--- config.mk ---
export PLATFORM = sky130hd
export DESIGN_NAME = receiver_status_flags
export DESIGN_NICKNAME = d
export VERILOG_FILES = /design/src/rtl/rx_status_pkg.sv /design/src/rtl/slip_detect.sv /design/src/rtl/receiver_status_flags.sv
export SDC_FILE = /design/constraint.sdc
export NUM_CORES = 1
export LEC_CHECK = 0
export ABC_CLOCK_PERIOD_IN_PS = 23700
export BUFFER_PORTS_ARGS = -buffer_cell sky130_fd_sc_hd__buf_4
export CORE_AREA = 2 2 143 159
export DETAILED_ROUTE_END_ITERATION = 16
export DIE_AREA = 0 0 145 161
export PLACE_DENSITY = 0.59
export SETUP_SLACK_MARGIN = 0.05
export SLEW_MARGIN = 15
export SYNTH_ARGS = -nofsm -noshare
export SYNTH_HDL_FRONTEND = slang
export SYNTH_SLANG_ARGS = --single-unit
--- constraint.sdc ---
create_clock -name clk_sys_i -period 23.7 [get_ports clk_sys_i]
set_input_delay 1.185 -clock clk_sys_i [delete_from_list [all_inputs] [get_ports clk_sys_i]]
set_output_delay 1.185 -clock clk_sys_i [all_outputs]
set_load 0.05 [all_outputs]
--- src/rtl/rx_status_pkg.sv ---
// shared constants and types for the receiver status flag bank
package rx_status_pkg;
    localparam int ADDR_W = 8;
    localparam int DATA_W = 8;
    localparam logic [7:0] ADDR_ERR_STATUS = 8'h14;
    localparam logic [7:0] ADDR_SLIP_STATUS = 8'h15;
    localparam logic [7:0] ADDR_MASK_1 = 8'h16;
    localparam logic [7:0] ADDR_MASK_2 = 8'h17;
    localparam logic [7:0] MASK_1_RESET = 8'h00;
    localparam logic MASK_2_RESET = 1'b0;
    localparam logic [7:0] STATUS_RESET = 8'h00;
    // field positions in the status and mask registers
    localparam int BIT_CHAN_STAT_CRC = 7;
    localparam int BIT_PARITY = 6;
    localparam int BIT_VALIDITY = 5;
    localparam int BIT_BIPHASE = 4;
    localparam int BIT_SUBCODE_CHG = 3;
    localparam int BIT_LOCK_LOSS = 2;
    localparam int BIT_SUBCODE_CRC = 1;
    localparam int BIT_BUFFER_XFER = 0;
    localparam int BIT_OUTPUT_SLIP = 0;
    // frame clock slip window, percent of a receiver frame
    localparam int SLIP_WINDOW_PCT = 5;
    localparam int PCT_FULL = 100;
    localparam int FRAME_CNT_W = 16;

    // receiver decoder report, packed in status-register bit order
    typedef struct packed {
        logic chan_stat_crc_err;
        logic parity_err;
        logic validity_flag;
        logic biphase_err;
        logic subcode_changed;
        logic lock_loss;
        logic subcode_crc_err;
        logic buffer_xfer_done;
    } rx_report_t;

    // routing of the receiver output to the two serial ports
    typedef struct packed {
        logic port_a_from_rx;
        logic port_a_slave;
        logic port_b_from_rx;
        logic port_b_slave;
    } port_route_t;

    typedef struct packed {
        logic [ADDR_W-1:0] addr;
        logic wr;
        logic rd;
        logic [DATA_W-1:0] wdata;
    } reg_req_t;
endpackage

--- src/rtl/slip_detect.sv ---
// output slip detector for the slave serial port frame clocks
`timescale 1ns/1ps
module slip_detect #(
    parameter int CNT_W = rx_status_pkg::FRAME_CNT_W
) (
    input wire logic clk_sys_i,
    input wire logic reset_i,
    input wire rx_status_pkg::port_route_t route_i,
    input wire logic rx_frame_tick_i,
    input wire logic frame_clock_a_i,
    input wire logic frame_clock_b_i,
    output logic slip_o
);
    import rx_status_pkg::*;

    logic [1:0] sync1_q;
    logic [1:0] sync2_q;
    logic [1:0] prev_q;
    logic [CNT_W-1:0] cnt_q;
    logic [CNT_W-1:0] period_q;
    logic [CNT_W-1:0] win;
    logic a_armed;
    logic b_armed;
    logic use_a;
    logic edge_sel;
    logic near_edge;

    // two-stage synchronisers for the port frame clocks
    always_ff @(posedge clk_sys_i) begin
        if (reset_i) begin
            sync1_q <= 2'h0;
            sync2_q <= 2'h0;
            prev_q <= 2'h0;
        end else begin
            sync1_q <= {frame_clock_b_i, frame_clock_a_i};
            sync2_q <= sync1_q;
            prev_q <= sync2_q;
        end
    end

    // measure receiver output frame period
    always_ff @(posedge clk_sys_i) begin
        if (reset_i) begin
            cnt_q <= '0;
            period_q <= '0;
        end else if (rx_frame_tick_i) begin
            cnt_q <= '0;
            period_q <= cnt_q;
        end else if (cnt_q != '1) begin
            cnt_q <= cnt_q + 1'b1;
        end
    end

    assign win = CNT_W'((32'(period_q) * SLIP_WINDOW_PCT) / PCT_FULL);
    assign a_armed = route_i.port_a_from_rx && route_i.port_a_slave;
    assign b_armed = route_i.port_b_from_rx && route_i.port_b_slave;
    // port a wins whenever it is fed by the receiver
    assign use_a = route_i.port_a_from_rx;
    assign edge_sel = use_a ? (sync2_q[0] != prev_q[0])
                            : (sync2_q[1] != prev_q[1]);
    // one extra bit so a saturated count cannot wrap past the period
    assign near_edge = (cnt_q <= win)
                       || (({1'b0, cnt_q} + {1'b0, win})
                           >= {1'b0, period_q});

    always_ff @(posedge clk_sys_i) begin
        if (reset_i) begin
            slip_o <= 1'b0;
        end else begin
            slip_o <= edge_sel && near_edge && (period_q != '0)
                      && (use_a ? a_armed : b_armed);
        end
    end
endmodule // slip_detect

--- src/rtl/receiver_status_flags.sv ---
// receiver status flag bank with masks and interrupt gating
`timescale 1ns/1ps
//
// Contract
// - error flags interrupt only when 0x16 unmasked
// - slip flag interrupts only when 0x17 unmasked
// - crc, parity, biphase flags read 1 on error
// - validity bit follows audio valid marking
// - sub-code change flag set on new data
// - lock-loss flag high while unlocked
// - sub-code crc flag set on crc error
// - buffer flag set after buffer copy
// - slip flag bit 0, upper bits zero
// - slip only for receiver-fed slave port
// - both ports fed: slip tracks port a
// - slip when frame edges within 5 percent
// - masks reset to zero, one enables
module receiver_status_flags #(
    parameter int CNT_W = rx_status_pkg::FRAME_CNT_W
) (
    input wire logic clk_sys_i,
    input wire logic reset_i,
    input wire rx_status_pkg::reg_req_t reg_req_i,
    input wire rx_status_pkg::rx_report_t report_i,
    input wire rx_status_pkg::port_route_t route_i,
    input wire logic rx_frame_tick_i,
    input wire logic frame_clock_a_i,
    input wire logic frame_clock_b_i,
    output logic [rx_status_pkg::DATA_W-1:0] reg_rdata_o,
    output logic reg_rvalid_o,
    output logic irq_o
);
    import rx_status_pkg::*;

    logic [DATA_W-1:0] err_q;
    logic slip_q;
    logic [DATA_W-1:0] mask1_q;
    logic mask2_q;
    logic [DATA_W-1:0] err_view;
    logic [DATA_W-1:0] slip_view;
    logic [DATA_W-1:0] rd_mux;
    logic [DATA_W-1:0] sticky_set;
    logic [DATA_W-1:0] sticky_sel;
    logic clr_err;
    logic clr_slip;
    logic slip_pulse;

    slip_detect #(.CNT_W(CNT_W)) u_slip (
        .clk_sys_i(clk_sys_i),
        .reset_i(reset_i),
        .route_i(route_i),
        .rx_frame_tick_i(rx_frame_tick_i),
        .frame_clock_a_i(frame_clock_a_i),
        .frame_clock_b_i(frame_clock_b_i),
        .slip_o(slip_pulse)
    );

    // event bits latch until read; validity and lock follow live levels
    assign sticky_sel = ~((DATA_W'(1) << BIT_VALIDITY)
                        | (DATA_W'(1) << BIT_LOCK_LOSS));
    assign sticky_set = report_i & sticky_sel;
    assign clr_err = reg_req_i.rd && (reg_req_i.addr == ADDR_ERR_STATUS);
    assign clr_slip = reg_req_i.rd && (reg_req_i.addr == ADDR_SLIP_STATUS);

    // sticky error flags, set wins over clear-on-read
    always_ff @(posedge clk_sys_i) begin
        if (reset_i) begin
            err_q <= STATUS_RESET;
        end else if (clr_err) begin
            err_q <= sticky_set;
        end else begin
            err_q <= err_q | sticky_set;
        end
    end

    always_ff @(posedge clk_sys_i) begin
        if (reset_i) begin
            slip_q <= 1'b0;
        end else begin
            slip_q <= slip_pulse | (slip_q & ~clr_slip);
        end
    end

    always_comb begin
        err_view = err_q & sticky_sel;
        err_view[BIT_VALIDITY] = report_i.validity_flag;
        err_view[BIT_LOCK_LOSS] = report_i.lock_loss;
    end

    assign slip_view = {{(DATA_W-1){1'b0}}, slip_q};

    // mask registers; status addresses take no writes
    always_ff @(posedge clk_sys_i) begin
        if (reset_i) begin
            mask1_q <= MASK_1_RESET;
            mask2_q <= MASK_2_RESET;
        end else if (reg_req_i.wr) begin
            if (reg_req_i.addr == ADDR_MASK_1) begin
                mask1_q <= reg_req_i.wdata;
            end
            if (reg_req_i.addr == ADDR_MASK_2) begin
                mask2_q <= reg_req_i.wdata[BIT_OUTPUT_SLIP];
            end
        end
    end

    always_comb begin
        unique case (reg_req_i.addr)
            ADDR_ERR_STATUS: rd_mux = err_view;
            ADDR_SLIP_STATUS: rd_mux = slip_view;
            ADDR_MASK_1: rd_mux = mask1_q;
            ADDR_MASK_2: rd_mux = {{(DATA_W-1){1'b0}}, mask2_q};
            default: rd_mux = 8'h00;
        endcase
    end

    always_ff @(posedge clk_sys_i) begin
        if (reset_i) begin
            reg_rdata_o <= 8'h00;
            reg_rvalid_o <= 1'b0;
        end else begin
            reg_rvalid_o <= reg_req_i.rd;
            if (reg_req_i.rd) begin
                reg_rdata_o <= rd_mux;
            end
        end
    end

    // level interrupt from unmasked flags
    always_ff @(posedge clk_sys_i) begin
        if (reset_i) begin
            irq_o <= 1'b0;
        end else begin
            irq_o <= (|(err_view & mask1_q))
                     | (slip_q & mask2_q);
        end
    end
endmodule // receiver_status_flags

== Word level (Yosys, flattened, before mapping) ==
Index checks and enable logic that the tools add are counted.

* Add/subtract/negate cells: 2
* Multiply operators: 1
* Divide/modulo/power cells: 1
* Order comparisons: 2
* Eq/ne operators: 7
* Mux-type cells: 4
* Bitwise logic cells: 7
* Reduce and logical (&&, ||, !) cells: 14

{| class="wikitable"
|+ Operators with widths
! cell !! number
|-
| divider 19 x 7 -> 32 bit (second input constant) || 1
|-
| equality test 8 x 5 -> 1 bit (second input constant) || 4
|-
| one-hot mux 8 bit (4 select lines) || 1
|-
| multiplier 16 x 3 -> 19 bit (second input constant) || 1
|-
| adder 16 x 16 -> 17 bit || 1
|-
| greater-or-equal comparator 17 x 16 -> 1 bit || 1
|-
| adder 16 x 1 -> 16 bit (second input constant) || 1
|-
| <= comparator 16 bit || 1
|-
| inequality test 16 bit (second input constant) || 1
|-
| nonzero test 16 bit || 1
|-
| bitwise AND 8 bit || 1
|-
| two-way mux 8 bit || 1
|-
| bitwise OR 8 bit || 1
|-
| OR reduction 8 bit || 1
|-
| logical AND 1 bit || 7
|-
| AND reduction 2 bit || 2
|-
| OR reduction 2 bit || 2
|-
| bitwise AND 1 bit || 2
|-
| two-way mux 1 bit || 2
|-
| inequality test 1 bit || 2
|-
| bitwise OR 1 bit || 2
|-
| logical OR 1 bit || 1
|-
| NOT 1 bit || 1
|}

* Flip-flop bits (word level): 67
* Bits of input ports: 35
* Output and inout bits: 10
* Logic and storage cells: 52

== Logic depth before layout (Yosys ltp) ==
* Depth in word-level cells: 8
* Depth in mapped cells: 60
* Mapped depth without buffers: 56

== By module ==
A second synthesis with hierarchy kept.

* Cell total of the unflattened synthesis: 968
* Area total of the unflattened synthesis: 7658.6 um^2

{| class="wikitable"
|+ By module, submodules not included
! module !! instances !! cells an instance !! area each (um^2)
|-
| slip_detect || 1 || 838 || 6417.4
|-
| receiver_status_flags || 1 || 130 || 1241.2
|}

== Worst setup path after synthesis ==
Ideal clock, no wire load.

* Path type: reg-to-reg
* Start point: register u_slip.period_q[3]
* End point: register u_slip.slip_o
* Library setup time: 0.117 ns
* Arrival time: 12.571 ns
* Required time: 23.583 ns
* Setup slack: 11.012 ns
* Stages on the path, launching flop included: 56
* Path through: dfxtp_1 > ha_1 > ha_1 > fa_1 > a21o_1 > a311o_1 > a211o_1 > o211a_1 > buf_6 > o311ai_4 > nand3_2 > a2111o_1 > a31o_1 > buf_6 > a221oi_4 > o221ai_2 > a21o_1 > a32o_1 > (+20 left out) > a21oi_1 > o21bai_1 > a21oi_1 > o21bai_1 > a21oi_1 > o21bai_1 > a21oi_1 > o21bai_1 > a21oi_1 > nor2b_1 > o21ai_0 > xnor2_1 > ha_1 > a21oi_1 > o41ai_1 > o21ai_0 > o2111ai_1 > and4b_1

* Cells in the longest elaborated chain, start to end: 8
* Elaborated cells on any way between the ends: 10
* Classes of those cells: add/sub (1); mul (1); div (1); order compare (2); reduce/logical (5)

{| class="wikitable"
|+ Ends and longest elaborated chain
! element !! line !! text
|-
| from (decl) || slip_detect.sv:20 || <nowiki>logic [CNT_W-1:0] period_q;</nowiki>
|-
| from (signal assigned) || slip_detect.sv:48 || <nowiki>period_q <= cnt_q;</nowiki>
|-
| multiplier 16 x 3 -> 19 bit || slip_detect.sv:54 || <nowiki>assign win = CNT_W'((32'(period_q) * SLIP_WINDOW_PCT) / PCT_FULL);</nowiki>
|-
| divider 19 x 7 -> 32 bit || slip_detect.sv:54 ||
|-
| adder 16 x 16 -> 17 bit || slip_detect.sv:63 || <nowiki>|| (({1'b0, cnt_q} + {1'b0, win})</nowiki>
|-
| greater-or-equal comparator 17 x 16 -> 1 bit || slip_detect.sv:64 || <nowiki>>= {1'b0, period_q});</nowiki>
|-
| logical OR 1 bit || slip_detect.sv:63 ||
|-
| logical AND 1 bit || slip_detect.sv:70 || <nowiki>slip_o <= edge_sel && near_edge && (period_q != '0)</nowiki>
|-
| logical AND 1 bit (*) || slip_detect.sv:70 ||
|-
| logical AND 1 bit (*) || slip_detect.sv:71 || <nowiki>&& (use_a ? a_armed : b_armed);</nowiki>
|-
| to (signal assigned) || slip_detect.sv:70 ||
|-
| to (decl) || slip_detect.sv:12 || <nowiki>output logic slip_o</nowiki>
|}

Mark *: on every way between the ends. The rest lies on a longest branch, timed or not.
A chain may end at the register's enable or synchronous reset.

== Final worst setup path ==
Ends and elaborated chain as after synthesis.

==> summary.md <==
The maximum VDD drop is 0.03071 mV, and the number of clock buffers inserted by TritonCTS is 9. Count of buffer and inverter cells on the critical path: 2. The clock reaches the later pin of the worst-skew pair after 330 ps. After clock tree synthesis, the repair step resized 0 gates. The final-report setup violation count is 0, and the final global-route overflow total is 0. The ratio of cells with drive above 1 in the final layout was 0.1084; the worst clock skew was 4.538 ps. The run gives 19,930 um as the wire length after detailed routing.

Yosys printed 0 warnings. Setup total negative slack on the finished layout was measured at 0 ps. The global routing usage summed across all routing layers was 0.1675.

By area, the combinational part of the netlist is dominated by compound AO/OA/AOI/OAI gates. The maximum net fanout on the critical path is 10. The register cell area after layout is 1301 um^2.

The initial core utilization is 0.3460. In this run the power density over the cells is 30.16 nW/um^2. Once routing completed, OpenROAD measured the worst setup slack at 9206 ps. In the final layout, the multi-input gates occupy 5853 um^2.

The number of cells on the worst reg-to-reg path is 53. The count of buffers added by post-CTS timing repair for setup is 0, and the proportion of register bits with asynchronous set or reset after synthesis is 0. The headroom to the max-slew limit is 0.3701, and the flip-flop and latch count after synthesis is 65. The floorplan step defined a die boundary enclosing 23,350 um^2. The tools report the final-layout worst hold slack as 438.0 ps. Setup repair after global routing left no endpoint under its margin. The first global-routing pass estimated 33,260 um of wire. Static timing analysis puts the maximum clock frequency at 69.00 MHz. The stage delay of the slowest cell on the critical path was 710 ps. The logs give 7,231 for the detailed-route via count and 0 for the max-slew violation total from the final report. The core region is 21,750 um^2. The post-route antenna net violation count was 0; the slew of the pin with the lowest slew margin was 941.4 ps. Buffers placed on the I/O ports in this run total 44. For the area of the mapped netlist, the log shows 7526 um^2. The detailed router finished its first iteration with 448 violations.

In this design, the critical path's most frequently occurring cell is a21oi_1. Synthesis handed over a netlist of 962 instances. After detailed routing, the number of vias per cell comes to 5.640. Across all register-to-register paths, the minimum setup slack is 9210 ps. The initial antenna violation count was 0.

Max-cap violations in this run came to 0. The worst reg2reg path endpoint is u_slip.slip_o$_SDFF_PP0_. Yosys mapped a number of flops with a built-in enable equal to 0. Dividing the detail-routed wire length by the instance count gives 15.54 um.

The final layout contains 1,092 nets. The final critical delay including setup and external delays came out at 14,490 ps. The min-delay analysis places its worst path in the category register to register.

For this run, the detailed router's first-pass iteration total came to 5. In the synthesized netlist the dominant register cell turns out to be dfxtp_1. For the number of hold violations in the final report, the log shows 0. On the critical path, the stage with the largest delay is an instance of or4_1.

From bottom edge to top edge, the die measures 161 um. The H-tree generated during clock tree synthesis spans 3 levels. TritonCTS built the clock tree. Synthesis produced a netlist with a net count of 1,072.

The critical path endpoint category is a register. Cell at the root of the clock tree: clkbuf_16. Clock-pin slew was measured on the worst setup and hold paths at 60 ps. The clock drives 65 sinks. Mux cell area share after synthesis: 0.06052.

The pin count of the biggest net entering global routing was 51; the fraction of synthesized cell area taken by the top area cell type was 0.1729. The run gives 9433 ps as the minimum setup slack after placement. The average instance in the mapped netlist occupies 7.823 um^2. The data arrival time of the critical path was 14,710 ps. The library cells used most frequently in the layout, excluding fill and tap cells, are 116 x nor2_1, 81 x a21oi_1, 73 x ha_1. Fraction of the mapped netlist area in adder cells: 0.1320. Summing internal, switching and leakage power gives 252.0 uW. At the end of routability-driven placement, the weighted congestion stood at 0.8632. Summed over all cells, the static leakage comes to 3.572 nW. Launch instance of the worst register-to-register path: u_slip.period_q[3]$_SDFFE_PP0P_. The run gives 0.3841 as the utilization after layout. The via count of the first global-routing pass came out at 6,676. The area growth from synthesis to layout is 11.01%.

The tools report the fraction of the yosys area taken by sequential cells as 0.1729. Summed over all instances, the cell type with the most area after synthesis is dfxtp_1. The part of the cycle the worst path needs was 0.6115.

The end point of the critical path is u_slip.slip_o$_SDFF_PP0_. The total half-perimeter wirelength after legalization and detailed placement was 15,580 um; the number of cells on the critical path was 53. The run finished with clean final reports. The tools report the type of element launching the critical path as a register. The launching element of the worst setup path was u_slip.period_q[3]$_SDFFE_PP0P_. Grouping stages by cell kind, the critical path spends the most delay in compound AO/OA/AOI/OAI gates.

The required time of the worst setup path was 23,920 ps. The xor and xnor fraction of the mapped netlist area is 0.06617, and the number of diodes is 0. The post-route DRC violation count was 0. The tools report the start point of the worst hold path as u_slip.sync1_q[1]$_SDFF_PP0_.

Yosys mapped the design onto 101 distinct sky130hd cell types. The share of synthesized cell area in and, or, nand and nor gates was 0.2015. The run gives 57 as the number of rows created at floorplan. The fraction of the mapped netlist area in compound gates is 0.3175, and the number of top-level pins is 45.

For the worst-case clock buffer depth, the log shows 2. The library cell used most frequently in the layout, excluding fill and tap cells, is nor2_1. The die span in x came out at 145 um.

In the post-synthesis netlist, the biggest area contributors are dfxtp_1 17%, ha_1 12%, nor2_1 5.8%. The number of buffers inserted by hold repair at cts is 0, and the number of fill cells is 2,275. By startpoint and endpoint, the worst setup path is classified as register to register.
## worst min-delay path by stage
stage	endpoint	cells after the start
4_1_cts	u_slip.sync2_q[1]$_SDFF_PP0_	1
3_5_place_dp	u_slip.sync2_q[1]$_SDFF_PP0_	1
3_3_place_gp	u_slip.sync2_q[1]$_SDFF_PP0_	1
6_report	u_slip.sync2_q[1]$_SDFF_PP0_	1
5_1_grt	u_slip.sync2_q[1]$_SDFF_PP0_	1
2_1_floorplan	slip_q$_SDFF_PP0_	2
## area by class of cell
| type | count | area share |
|---|---|---|
| clock buffers | 11 | 0.03025 |
| clock inverters | 5 | 0.004493 |
| inverters | 52 | 0.02336 |
| multi-input cells | 808 | 0.7006 |
| flip-flops and latches | 65 | 0.1558 |
| well taps | 295 | 0.04418 |
| repair buffers | 46 | 0.04134 |
## state kept, by name (all words and copies together), names as in the netlist, 2 cells and up
| signal | count |
|---|---|
| u_slip.cnt_q | 16 |
| u_slip.period_q | 16 |
| mask1_q | 8 |
| reg_rdata_o | 8 |
| err_q | 6 |
| u_slip.prev_q | 2 |
| u_slip.sync1_q | 2 |
| u_slip.sync2_q | 2 |
## through the flow
stage          area [um^2]  std cells
6_report              8354       1282
5_1_grt               8354       1282
4_1_cts               8354       1282
3_5_place_dp          8064       1266
3_3_place_gp          8064       1266
2_1_floorplan         7526        962
## worst register-to-register path, delay by kind of cell, from the launching register on
| family | cells | cell delay [ps] |
|---|---|---|
| compound gates | 34 | 8500 |
| simple gates | 8 | 2270 |
| fa+ha+maj | 6 | 1850 |
| mux | 1 | 700 |
| flops | 1 | 420 |
| buf+inv | 2 | 360 |
| xor+xnor | 2 | 260 |
## where the power goes
group	total (mW)	internal, mW	switching, mW
sequential	0.112	0.111	0.00132
clock	0.125	0.0767	0.0483
combinational	0.0148	0.00740	0.00742
## cells in the mapped netlist, types with 6 or more instances
cell type  number
o211ai_1       10
nor4_1         10
a2111oi_0       6
or3_1          11
o21ai_1         9
a21o_1         28
dfxtp_1        65
buf_2          14
nor2_1        116
o311a_1         6
mux2i_1        41
a211oi_1       11
o21bai_1       13
o21ai_0        32
nor3_1         24
nand2_1        50
xnor2_1        33
nand3_1        31
a21oi_1        81
and3_1         10
inv_1          46
xor2_1         22
and2_1         10
nor2b_1         9
a22oi_1         7
clkbuf_1       14
ha_1           73
nand4_1        12
## logic make-up after synthesis
kind of cell             Yosys count
buffers and inverters             89
adder cells (fa/ha/maj)           79
flip-flops                        65
multiplexers                      45
AND/OR/NAND/NOR                  310
AO/OA/AOI/OAI                    318
XOR/XNOR                          56
## routing by layer
layer / global-route usage / vias up / share of wire
li1: - / 3666 / -
met1: 0.2149 / 3398 / 0.46
met2: 0.2970 / 144 / 0.49
met3: 0.02571 / 23 / 0.034
met4: 0.03735 / 0 / 0.014
met5: 0 / - / 0
No activity file was read; power rests on OpenSTA's default activity.
